[config.mk]
export PLATFORM = sky130hd
export DESIGN_NAME = field_access_bank
export DESIGN_NICKNAME = d
export VERILOG_FILES = /design/src/common/field_access_pkg.sv /design/src/hdl/field_cell.sv /design/src/hdl/field_access_bank.sv
export SDC_FILE = /design/constraint.sdc
export NUM_CORES = 1
export LEC_CHECK = 0
export BUFFER_PORTS_ARGS = -buffer_cell sky130_fd_sc_hd__buf_2
export CORE_MARGIN = 4
export CORE_UTILIZATION = 45
export CTS_BUF_LIST = sky130_fd_sc_hd__clkbuf_8
export CTS_CLUSTER_DIAMETER = 30
export DETAILED_ROUTE_END_ITERATION = 8
export PLACE_DENSITY = 0.76
export SKIP_CTS_REPAIR_TIMING = 1
export SYNTH_ARGS = -nofsm -noshare
export SYNTH_HDL_FRONTEND = slang
export SYNTH_SLANG_ARGS = --single-unit
[constraint.sdc]
create_clock -name clk_sys -period 1.15 [get_ports clk_sys]
set_input_delay 0.345 -clock clk_sys [delete_from_list [all_inputs] [get_ports clk_sys]]
set_output_delay 0.345 -clock clk_sys [all_outputs]
set_load 0.02 [all_outputs]
[src/common/field_access_pkg.sv]
// Constants for the per-field access policy register bank.
// Assumes one clock domain and a synchronous active-low reset.
// Overview of operation
// Each field of a register carries its own access policy.
// Read-only fields return their value; writes leave them unchanged.
// Write-only fields accept writes; reads return a meaningless value.
// Read-write fields accept every write and return the last stored.
// Write-once fields take the first write after reset; reads undefined.
// Readable write-once fields read back; only first write taken.
// Reserved bits read as anything; here they read as zero.
// Host writes zero into reserved bits on every write.
// One written flag per write-once field, cleared only by reset.
`default_nettype none
package field_access_pkg;
    typedef enum logic [2:0] {
        POL_RESERVED = 3'h0,
        POL_RO = 3'h1,
        POL_WO = 3'h2,
        POL_RW = 3'h3,
        POL_WONCE = 3'h4,
        POL_RWONCE = 3'h5
    } policy_t;
    localparam int REG_COUNT = 4;
    localparam int REG_WIDTH = 8;
    localparam int ADDR_WIDTH = 2;
    localparam logic [7:0] UNDEF_READ_VALUE = 8'h00;
    localparam logic [7:0] STORE_RESET_VALUE = 8'h00;
endpackage
`default_nettype wire

[src/hdl/field_cell.sv]
// One bit of a register with its own access policy.
// Assumes the caller gives one-cycle write strobes; reads are combinational.
`timescale 1ns/100ps
`default_nettype none
module field_cell
    import field_access_pkg::*;
(
    // Clock and reset
    input wire logic clk_sys,
    input wire logic rst_b,
    // Policy and live value
    input wire policy_t policy,
    input wire logic hw_value,
    // Access
    input wire logic wr_stb,
    input wire logic wr_bit,
    output logic store_bit,
    output logic read_bit,
    output logic written
);
    logic store_reg;
    logic written_reg;
    logic take;
    logic once_p;

    assign once_p = (policy == POL_WONCE) || (policy == POL_RWONCE);

    always_comb begin
        case (policy)
            POL_WO, POL_RW: take = wr_stb;
            POL_WONCE, POL_RWONCE: take = wr_stb && !written_reg;
            default: take = 1'b0;
        endcase
    end

    always_ff @(posedge clk_sys) begin
        if (!rst_b) begin
            store_reg <= STORE_RESET_VALUE[0];
        end else if (take) begin
            store_reg <= wr_bit;
        end
    end

    always_ff @(posedge clk_sys) begin
        if (!rst_b) begin
            written_reg <= 1'b0;
        end else if (take && once_p) begin
            written_reg <= 1'b1;
        end
    end

    always_comb begin
        case (policy)
            POL_RO: read_bit = hw_value;
            POL_RW, POL_RWONCE: read_bit = store_reg;
            default: read_bit = UNDEF_READ_VALUE[0];
        endcase
    end

    assign store_bit = store_reg;
    assign written = written_reg;
endmodule
`default_nettype wire

[src/hdl/field_access_bank.sv]
// Register bank enforcing per-field access policies.
// Assumes the link front end gives one-cycle read and write requests.
`timescale 1ns/100ps
`default_nettype none
module field_access_bank
    import field_access_pkg::*;
#(
    parameter int NREG = REG_COUNT,
    parameter int AW = ADDR_WIDTH,
    parameter policy_t [REG_COUNT*REG_WIDTH-1:0] POLICY = '{default: POL_RW}
) (
    // Clock and reset
    input wire logic clk_sys,
    input wire logic rst_b,
    // Write request
    input wire logic wr_en,
    input wire logic [AW-1:0] wr_addr,
    input wire logic [REG_WIDTH-1:0] wr_data,
    // Read request
    input wire logic rd_en,
    input wire logic [AW-1:0] rd_addr,
    output logic [REG_WIDTH-1:0] rd_data,
    output logic rd_valid,
    // Hardware status for read-only bits
    input wire logic [NREG*REG_WIDTH-1:0] hw_status,
    // Stored field contents and write-once flags
    output logic [NREG*REG_WIDTH-1:0] field_out,
    output logic [NREG*REG_WIDTH-1:0] written_out
);
    // Sizes that the decode and the policy vector can serve
    if (NREG != REG_COUNT) begin : g_bad_count
        $error("field_access_bank: policy vector sized for REG_COUNT");
    end
    if (AW < 1 || AW > 16) begin : g_bad_width
        $error("field_access_bank: address width out of range");
    end
    if ((1 << AW) < NREG) begin : g_bad_span
        $error("field_access_bank: address too narrow for NREG");
    end

    logic [NREG*REG_WIDTH-1:0] store_w;
    logic [NREG*REG_WIDTH-1:0] read_w;
    logic [NREG*REG_WIDTH-1:0] written_w;
    logic [REG_WIDTH-1:0] rd_data_reg;
    logic rd_valid_reg;
    logic [NREG*REG_WIDTH-1:0] field_reg;
    logic [NREG*REG_WIDTH-1:0] written_reg;
    logic [NREG-1:0] wr_sel;
    logic [REG_WIDTH-1:0] rd_mux;
    logic rd_mapped;

    // Register select, shared by the write and read decoders
    function automatic logic hit(input logic [AW-1:0] a, input int r);
        hit = (a == r[AW-1:0]);
    endfunction

    // Policies that keep a written flag
    function automatic logic once_policy(input policy_t p);
        once_policy = (p == POL_WONCE) || (p == POL_RWONCE);
    endfunction

    // Policies that read back the stored bit
    function automatic logic stored_policy(input policy_t p);
        stored_policy = (p == POL_RW) || (p == POL_RWONCE);
    endfunction

    // Policies whose reads carry no meaning
    function automatic logic undef_policy(input policy_t p);
        undef_policy = (p == POL_WO) || (p == POL_WONCE) ||
            (p == POL_RESERVED);
    endfunction

    // One write strobe per register
    always_comb begin
        wr_sel = '0;
        for (int r = 0; r < NREG; r++) begin
            if (wr_en && hit(wr_addr, r)) begin
                wr_sel[r] = 1'b1;
            end
        end
    end

    // Read mux; an address past the last register reads as undefined
    always_comb begin
        rd_mux = UNDEF_READ_VALUE;
        rd_mapped = 1'b0;
        for (int r = 0; r < NREG; r++) begin
            if (hit(rd_addr, r)) begin
                rd_mux = read_w[r*REG_WIDTH +: REG_WIDTH];
                rd_mapped = 1'b1;
            end
        end
    end

    genvar g;
    generate
        for (g = 0; g < NREG*REG_WIDTH; g++) begin : g_bit
            field_cell u_cell (
                .clk_sys(clk_sys),
                .rst_b(rst_b),
                .policy(POLICY[g]),
                .hw_value(hw_status[g]),
                .wr_stb(wr_sel[g / REG_WIDTH]),
                .wr_bit(wr_data[g % REG_WIDTH]),
                .store_bit(store_w[g]),
                .read_bit(read_w[g]),
                .written(written_w[g])
            );

            // Per-bit checks, chosen by the bit's policy
            if (POLICY[g] > POL_RWONCE) begin : g_bad_code
                $error("field_access_bank: unknown policy code");
            end
            if (POLICY[g] == POL_RO) begin : g_chk_ro

            end else if (POLICY[g] == POL_RW) begin : g_chk_rw

            end else if (once_policy(POLICY[g])) begin : g_chk_once

            end
            if (stored_policy(POLICY[g])) begin : g_chk_stored

            end
            if (undef_policy(POLICY[g])) begin : g_chk_undef

            end
        end
    endgenerate

    always_ff @(posedge clk_sys) begin
        if (!rst_b) begin
            rd_data_reg <= UNDEF_READ_VALUE;
        end else if (rd_en) begin
            if (rd_mapped) begin
                rd_data_reg <= rd_mux;
            end else begin
                rd_data_reg <= UNDEF_READ_VALUE;
            end
        end
    end

    always_ff @(posedge clk_sys) begin
        if (!rst_b) begin
            rd_valid_reg <= 1'b0;
        end else begin
            rd_valid_reg <= rd_en;
        end
    end

    always_ff @(posedge clk_sys) begin
        if (!rst_b) begin
            field_reg <= '0;
            written_reg <= '0;
        end else begin
            field_reg <= store_w;
            written_reg <= written_w;
        end
    end

    assign rd_data = rd_data_reg;
    assign rd_valid = rd_valid_reg;
    assign field_out = field_reg;
    assign written_out = written_reg;
endmodule
`default_nettype wire

* Yosys cells after proc, flatten, opt, wreduce, memory -nomap -nowiden
Cells that the tools add are included.
** Storage, ports and cells
- Flip-flop bits (word level) :: 73
- Input bits :: 48
- Output and inout port bits :: 73
- Logic and storage cells :: 60
** Operators by class
- Eq/ne operators :: 6
- Mux-type cells :: 13
- Reductions and logical operators :: 6
** Operators by type and width (count)
- $mux 8 :: 5
- $eq 2x2->1 const B :: 4
- $mux 1 :: 8
- $eq 2x1->1 const B :: 2
- $logic_and 1x1->1 :: 4
- $logic_not 2->1 :: 2

* Logic depth before layout (Yosys ltp)
Gate-level depths: netlist of run 1.
- Depth in word-level cells :: 6
- Depth in mapped cells :: 5

* Cells and area by module
From an unflattened synthesis of run 1, not the netlist that was laid out.
** Second synthesis, totals
- Cells, all modules :: 670
- Area total of the unflattened synthesis :: 6005.8 sq um
** By module, submodules not included
- field_cell :: instances 32, cells an instance 15, area an instance 116.4 sq um, sequential area each 40.0 sq um
- field_access_bank :: instances 1, cells an instance 190, area an instance 2282.2 sq um, sequential area each 1461.4 sq um

* Least setup slack after synthesis of run 1
Ideal clock, no wire load.
- Path kind :: in2reg
- From :: in rst_b
- To :: reg rd_data_reg[6] (netlist: rd_data[6])
- Setup time :: 136 ps
- Data arrival time :: 942 ps
- Required time :: 1014 ps
- Path slack :: 71 ps
- Cell stages on the path :: 5
- Path buffers :: 2
- Path through :: buf_4 and2_4 nand2b_1 buf_2 o221ai_1
** RTL lines
- start: declaration :: RTL line field_access_bank.sv:14 : input wire logic rst_b,
- end signal: assignment :: RTL line field_access_bank.sv:135 : rd_data_reg <= rd_mux;
- end: declaration :: RTL line field_access_bank.sv:44 : logic [REG_WIDTH-1:0] rd_data_reg;

* Worst setup path after layout of run 1
- From :: reg rd_data_reg[2] (netlist: rd_data[2])
- To :: out rd_data[2]
** RTL lines
- end: declaration :: RTL line field_access_bank.sv:22 : output logic [REG_WIDTH-1:0] rd_data,
No word-level cell between the ends.

==> impl_metrics.tcl, run 1 <==
set metrics [dict create \
    fin_util 0.6105 \
    period_needed_ns 1.148 \
    htree_levels 3 \
    die_w_um 87.67 \
    grt_pass1_vias 1748 \
    synthTopCellsByCount "73 x dfxtp_1, 48 x mux2i_1, 36 x buf_4" \
    synth_edf_count 0 \
    std_cell_rows 28 \
    clock-sinks 73 \
    synthTopCellsByArea "dfxtp_1 51%, mux2i_1 17%, buf_4 9.5%" \
    worstSetupPathDepth 1 \
    gp_congestion 0.7297 \
    totalWireLength_um 5576 \
    cts_tree "yes" \
    required_ns 0.81 \
    cts-root-buf "clkbuf_8" \
    cts_made_buffers 9 \
    port_buffers 56 \
    yosys.area.top_type_share 0.5116 \
    slew_viol_final 0 \
    peakVddDrop_mv 0.8061 \
    stdcell_count 403 \
    grt_pass1_wl_um 8424 \
    final_antenna_net_count 0 \
    dpl.cell_count 385 \
    path_buf_inv 1 \
    drive_gt1_frac 0.3841 \
    min_path_cells 2 \
    synth_cell_type_count 16 \
    slowest_delay_ns 0.35 \
    pre_cts_ws_ns -0.1416 \
    grt_max_degree 73 \
    ys_ff_latch 73 \
    r2r.worst_path.cells 3 \
    vias_per_cell 4.519 \
    ys_dominant_reg_cell "dfxtp_1" \
    path_delay_family "flip-flops" \
    antenna_cells 0 \
    postLayoutSetupSlackWorst_ns 0.002087 \
    cp.arrival_ns 0.80 \
    ioPinCount 121 \
    clock.fmax_mhz 871.1 \
    reg2reg_slack_ns 0.40 \
    setup_tns_ns 0 \
    cp_max_fo 2 \
    status "complete, no violations" \
    nets 371 \
    drt-initial-drc-count 83 \
    synth_top_cell_by_area "dfxtp_1" \
    antenna_found_initial 0 \
    r2r_start "rd_data[0]" \
    skew_ns 0.007272 \
    p_leak_nw 1.722 \
    die_area_mm2 0.007686 \
    clk_latency_ns 0.33 \
    core_mm2 0.006026 \
    maxCapViolations 0 \
    syn_inst 255 \
    yosysMostFrequentCell "dfxtp_1" \
    power_density_mw_per_mm2 1376 \
    syn_area_mm2 0.002856 \
    gr-total-overflow 0 \
    synth_area_per_cell_um2 11.20 \
    grt_usage 0.1454 \
    yosysWarnings 0 \
    drc 0 \
    finalCritPeriodShare 0.9982 \
    cp_cell_sequence "buf_6" \
    r2r-end "rd_data[0]" \
    avgRoutedWirePerCell_um 13.84 \
    hold_viol_final 0 \
    p_total_w 0.005060 \
    die_h_um 87.67 \
    drt_pass1_iterations 4 \
    rsz0062_at_grt "yes" \
    cts_buffer_depth 2 \
    start_util 0.4740 \
    async_flop_share 0 \
    setup_viol 0 \
    vias 1821 \
    area_growth_pct 28.78 \
    cp_slowest_cell "dfxtp_2" \
    crit_type "flip-flop to primary output" \
    worstSetupStartpointType "flip-flop" \
    min_to "rd_valid" \
    yosysSeqAreaShare 0.5116 \
    hp-class "input pin to flip-flop" \
    dp_hpwl_um 3758 \
    min_from "rd_en" \
    clkTransAtPathRegs_ns 0.07 \
    crit_path_end_kind "primary output" \
]
==> report_power, final <==
group | switching [W] | internal [W]
clock | 0.000875 | 0.00103
sequential | 0.0000400 | 0.00260
combinational | 0.000296 | 0.000219
==> kinds of logic after synthesis <==
| kind of cell | Yosys count | synth area share |
|---|---|---|
| other cells | 1 | 0.001313 |
| flops | 73 | 0.5116 |
| buf+inv | 46 | 0.1134 |
| mux | 48 | 0.1682 |
| compound gates | 8 | 0.02453 |
| simple gates | 79 | 0.1809 |
==> worst max-delay path by stage <==
stage	from	end
floorplan	rst_b	rd_data[6]
global placement	wr_addr[1]	g_bit[0].u_cell.store_bit
detailed placement	wr_addr[1]	g_bit[3].u_cell.store_bit
CTS	rd_data[6]	rd_data[6]
global route	rd_data[6]	rd_data[6]
finish	rd_data[2]	rd_data[2]
==> layout by cell type, fill, tap and decap left out <==
cell / synthesis / layout
mux2i_1: 48 / 48
buf_6: 2 / 39
dfxtp_2: 0 / 38
dfxtp_1: 73 / 35
and2_1: 32 / 32
nor2b_1: 32 / 32
conb_1: 1 / 32
buf_2: 1 / 15
buf_4: 36 / 14
nand3b_1: 10 / 10
clkbuf_8: 0 / 10
o221ai_1: 8 / 8
buf_12: 0 / 4
inv_1: 0 / 3
clkinv_2: 0 / 2
and2_4: 1 / 1
nand2b_1: 1 / 1
nand2_1: 1 / 1
nor3b_2: 1 / 1
nand3_2: 1 / 1
bufinv_16: 0 / 1
==> metal layers <==
metal / part of all wire / GRT usage / vias to the layer above
met5: 0 / 0 / -
met4: 0.016 / 0.06974 / 0
met3: 0.073 / 0.05362 / 8
met2: 0.47 / 0.2185 / 59
met1: 0.44 / 0.1845 / 838
li1: - / - / 916
==> stage by stage <==
step | instance area, µm² | hold slack, ns
finish | 3679 | 0.2779
floorplan | 2973 | 0.4513
global placement | 3178 | 0.4671
CTS | 3367 | 0.2529
detailed placement | 3178 | 0.4728
global route | 3679 | 0.2840
==> cell type report <==
class	count	area (µm²)
timing repair buffer	72	699.4
tap	75	93.84
multi-input combinational	167	1187
sequential	73	1509
clock inverter	6	51.30
clock buffer	10	137.6
fill	497	2347
(Power assumes the default switching activity.)
==> run 2, diff against run 1 <==
--- a/config.mk
+++ b/config.mk
@@ -11,7 +11,9 @@
 export CTS_BUF_LIST = sky130_fd_sc_hd__clkbuf_8
 export CTS_CLUSTER_DIAMETER = 30
 export DETAILED_ROUTE_END_ITERATION = 8
+export MAX_ROUTING_LAYER = met4
 export PLACE_DENSITY = 0.76
+export REMOVE_ABC_BUFFERS = 1
 export SKIP_CTS_REPAIR_TIMING = 1
 export SYNTH_ARGS = -nofsm -noshare
 export SYNTH_HDL_FRONTEND = slang
==> run 2 against run 1 <==
Effect of this change:
- the flow now finishes with violations (negative setup slack)
- critical path type unchanged
- highest routed layer unchanged
- first-iteration DRC count is 35% lower
- largest power group unchanged
- final area decreased by 1.1%
- combinational power decreased by 2%
- utilization down 0.66 points
- final cell count fell by 0.50%
==> impl_metrics.tcl, run 2 (synthesis results as in run 1) <==
set metrics [dict create \
    grt_use_met3 0.03763 \
    cts-root-buf "clkbuf_8" \
    grt_pass1_vias 1697 \
    antenna_found_initial 0 \
    design_area_mm2 0.003638 \
    drt_pass1_iterations 4 \
    start_util 0.4740 \
    min_path_cells 2 \
    dpl.cell_count 382 \
    power_frac_comb 0.103 \
    htree_levels 3 \
    die_w_um 87.67 \
    p_int_w 0.003686 \
    nets 369 \
    cts_made_buffers 9 \
    die_h_um 87.67 \
    p_total_w 0.004926 \
    clkTransAtPathRegs_ns 0.07 \
    met2_usage 0.2253 \
    port_buffers 56 \
    tightest_slew_ns 0.5319 \
    avgRoutedWirePerCell_um 14.30 \
    slew_headroom 0.6454 \
    drt-initial-drc-count 54 \
    p_sw_frac 0.2518 \
    clk_latency_ns 0.34 \
    worstSetupStartpointType "flip-flop" \
    reg2reg_slack_ns 0.37 \
    gp_congestion 0.7528 \
    r2r_start "g_bit[13].u_cell.store_bit" \
    clock.fmax_mhz 863.4 \
    hp-class "input pin to flip-flop" \
    grt_usage 0.1498 \
    cp_slowest_cell "dfxtp_2" \
    final_common_cell "mux2i_1" \
    violations "negative setup slack" \
    status "finished with violations" \
    pre_cts_ws_ns -0.1307 \
    core_mm2 0.006026 \
    cts_tree "yes" \
    drc 0 \
    r2r.worst_path.cells 2 \
    postLayoutSetupSlackWorst_ns -0.008257 \
    cp_cell_sequence "buf_6" \
    p_sw_w 0.001240 \
    hold_viol_final 0 \
    place_area_mm2 0.003156 \
    layout_common_cells "48 x mux2i_1, 40 x dfxtp_1, 38 x buf_6, 33 x dfxtp_2" \
    dp_hpwl_um 3752 \
    cp_max_fo 2 \
    gr-total-overflow 0 \
    ioPinCount 121 \
    totalWireLength_um 5736 \
    power_density_mw_per_mm2 1354 \
    setup_viol 1 \
    min_to "rd_valid" \
    r2r-end "rd_data[5]" \
    rsz0062_at_grt "yes" \
    layout.area.seq_mm2 0.001503 \
    vias 1809 \
    crit_type "flip-flop to primary output" \
    finalCritPeriodShare 1.007 \
    skew_ns 0.005373 \
    multiInputGateArea_mm2 0.001187 \
    antenna_cells 0 \
    n_fill_cell 497 \
    p_leak_nw 1.704 \
    p_clk_frac 0.361 \
    cp.arrival_ns 0.81 \
    final_antenna_net_count 0 \
    crit_path_end_kind "primary output" \
    area_growth_pct 27.38 \
    met1_usage 0.1896 \
    period_needed_ns 1.158 \
    grt_max_degree 73 \
    path_buf_inv 1 \
    slew_viol_final 0 \
    clock-sinks 73 \
    pwr-share-seq 0.536 \
    slowest_delay_ns 0.36 \
    grt_pass1_wl_um 8452 \
    busiest_layer "met2" \
    std_cell_rows 28 \
    die_area_mm2 0.007686 \
    drive_gt1_frac 0.3681 \
    peakVddDrop_mv 0.8305 \
    vias_per_cell 4.511 \
    min_from "rd_en" \
    stdcell_count 401 \
    maxCapViolations 0 \
    cts_buffer_depth 2 \
    path_delay_family "flip-flops" \
    required_ns 0.81 \
]
-- run 2: changes by cell type in the layout (fill, tap and decap cells not counted) --
cell       delta
dfxtp_1       +5
dfxtp_2       -5
buf_4         -1
buf_6         -1
bufinv_16     -1
clkbuf_8      +1
clkinv_2      +1
inv_1         -1
-- run 2: per-stage QoR --
stage          utilization  setup TNS (ns)  hold slack (ns)
3_3_place_gp        0.5237          -3.060           0.4677
2_1_floorplan            -          -1.186           0.4512
5_1_grt             0.6038         -0.1970           0.2772
3_5_place_dp        0.5237          -3.608           0.4745
6_report            0.6038       -0.008257           0.2935
4_1_cts             0.5525         -0.7097           0.2844
-- run 2: area by class of cell --
cell class              instances  share of cell area
repair buffers                 70              0.1871
clock inverters                 5            0.006190
well taps                      75             0.02579
clock buffers                  11             0.04161
flip-flops and latches         73              0.4130
multi-input cells             167              0.3263
-- run 2: layer usage --
| layer | wire (µm) | vias up | part of all wire |
|---|---|---|---|
| li1 | - | 914 | - |
| met1 | 2645 | 820 | 0.46 |
| met2 | 2618 | 66 | 0.46 |
| met3 | 376 | 9 | 0.066 |
| met4 | 96 | 0 | 0.017 |
| met5 | 0 | - | 0 |
-- run 2: worst max path at each step --
stage                    start                         to  depth (start not counted)
floorplan           wr_addr[1]  g_bit[0].u_cell.store_bit                          3
global placement    wr_addr[1]  g_bit[3].u_cell.store_bit                          5
detailed placement  wr_addr[1]  g_bit[5].u_cell.store_bit                          5
CTS                 rd_data[6]                 rd_data[6]                          1
global route        rd_data[6]                 rd_data[6]                          1
finish              rd_data[6]                 rd_data[6]                          1
-- run 2: power by group through the flow --
stage          Sequential, W  Combinational [W]  Clock [W]
2_1_floorplan        0.00272           0.000242          0
6_report             0.00264           0.000506    0.00178
3_5_place_dp         0.00269           0.000468          0
3_3_place_gp         0.00268           0.000462          0
5_1_grt              0.00265           0.000539    0.00196
4_1_cts              0.00263           0.000470    0.00181
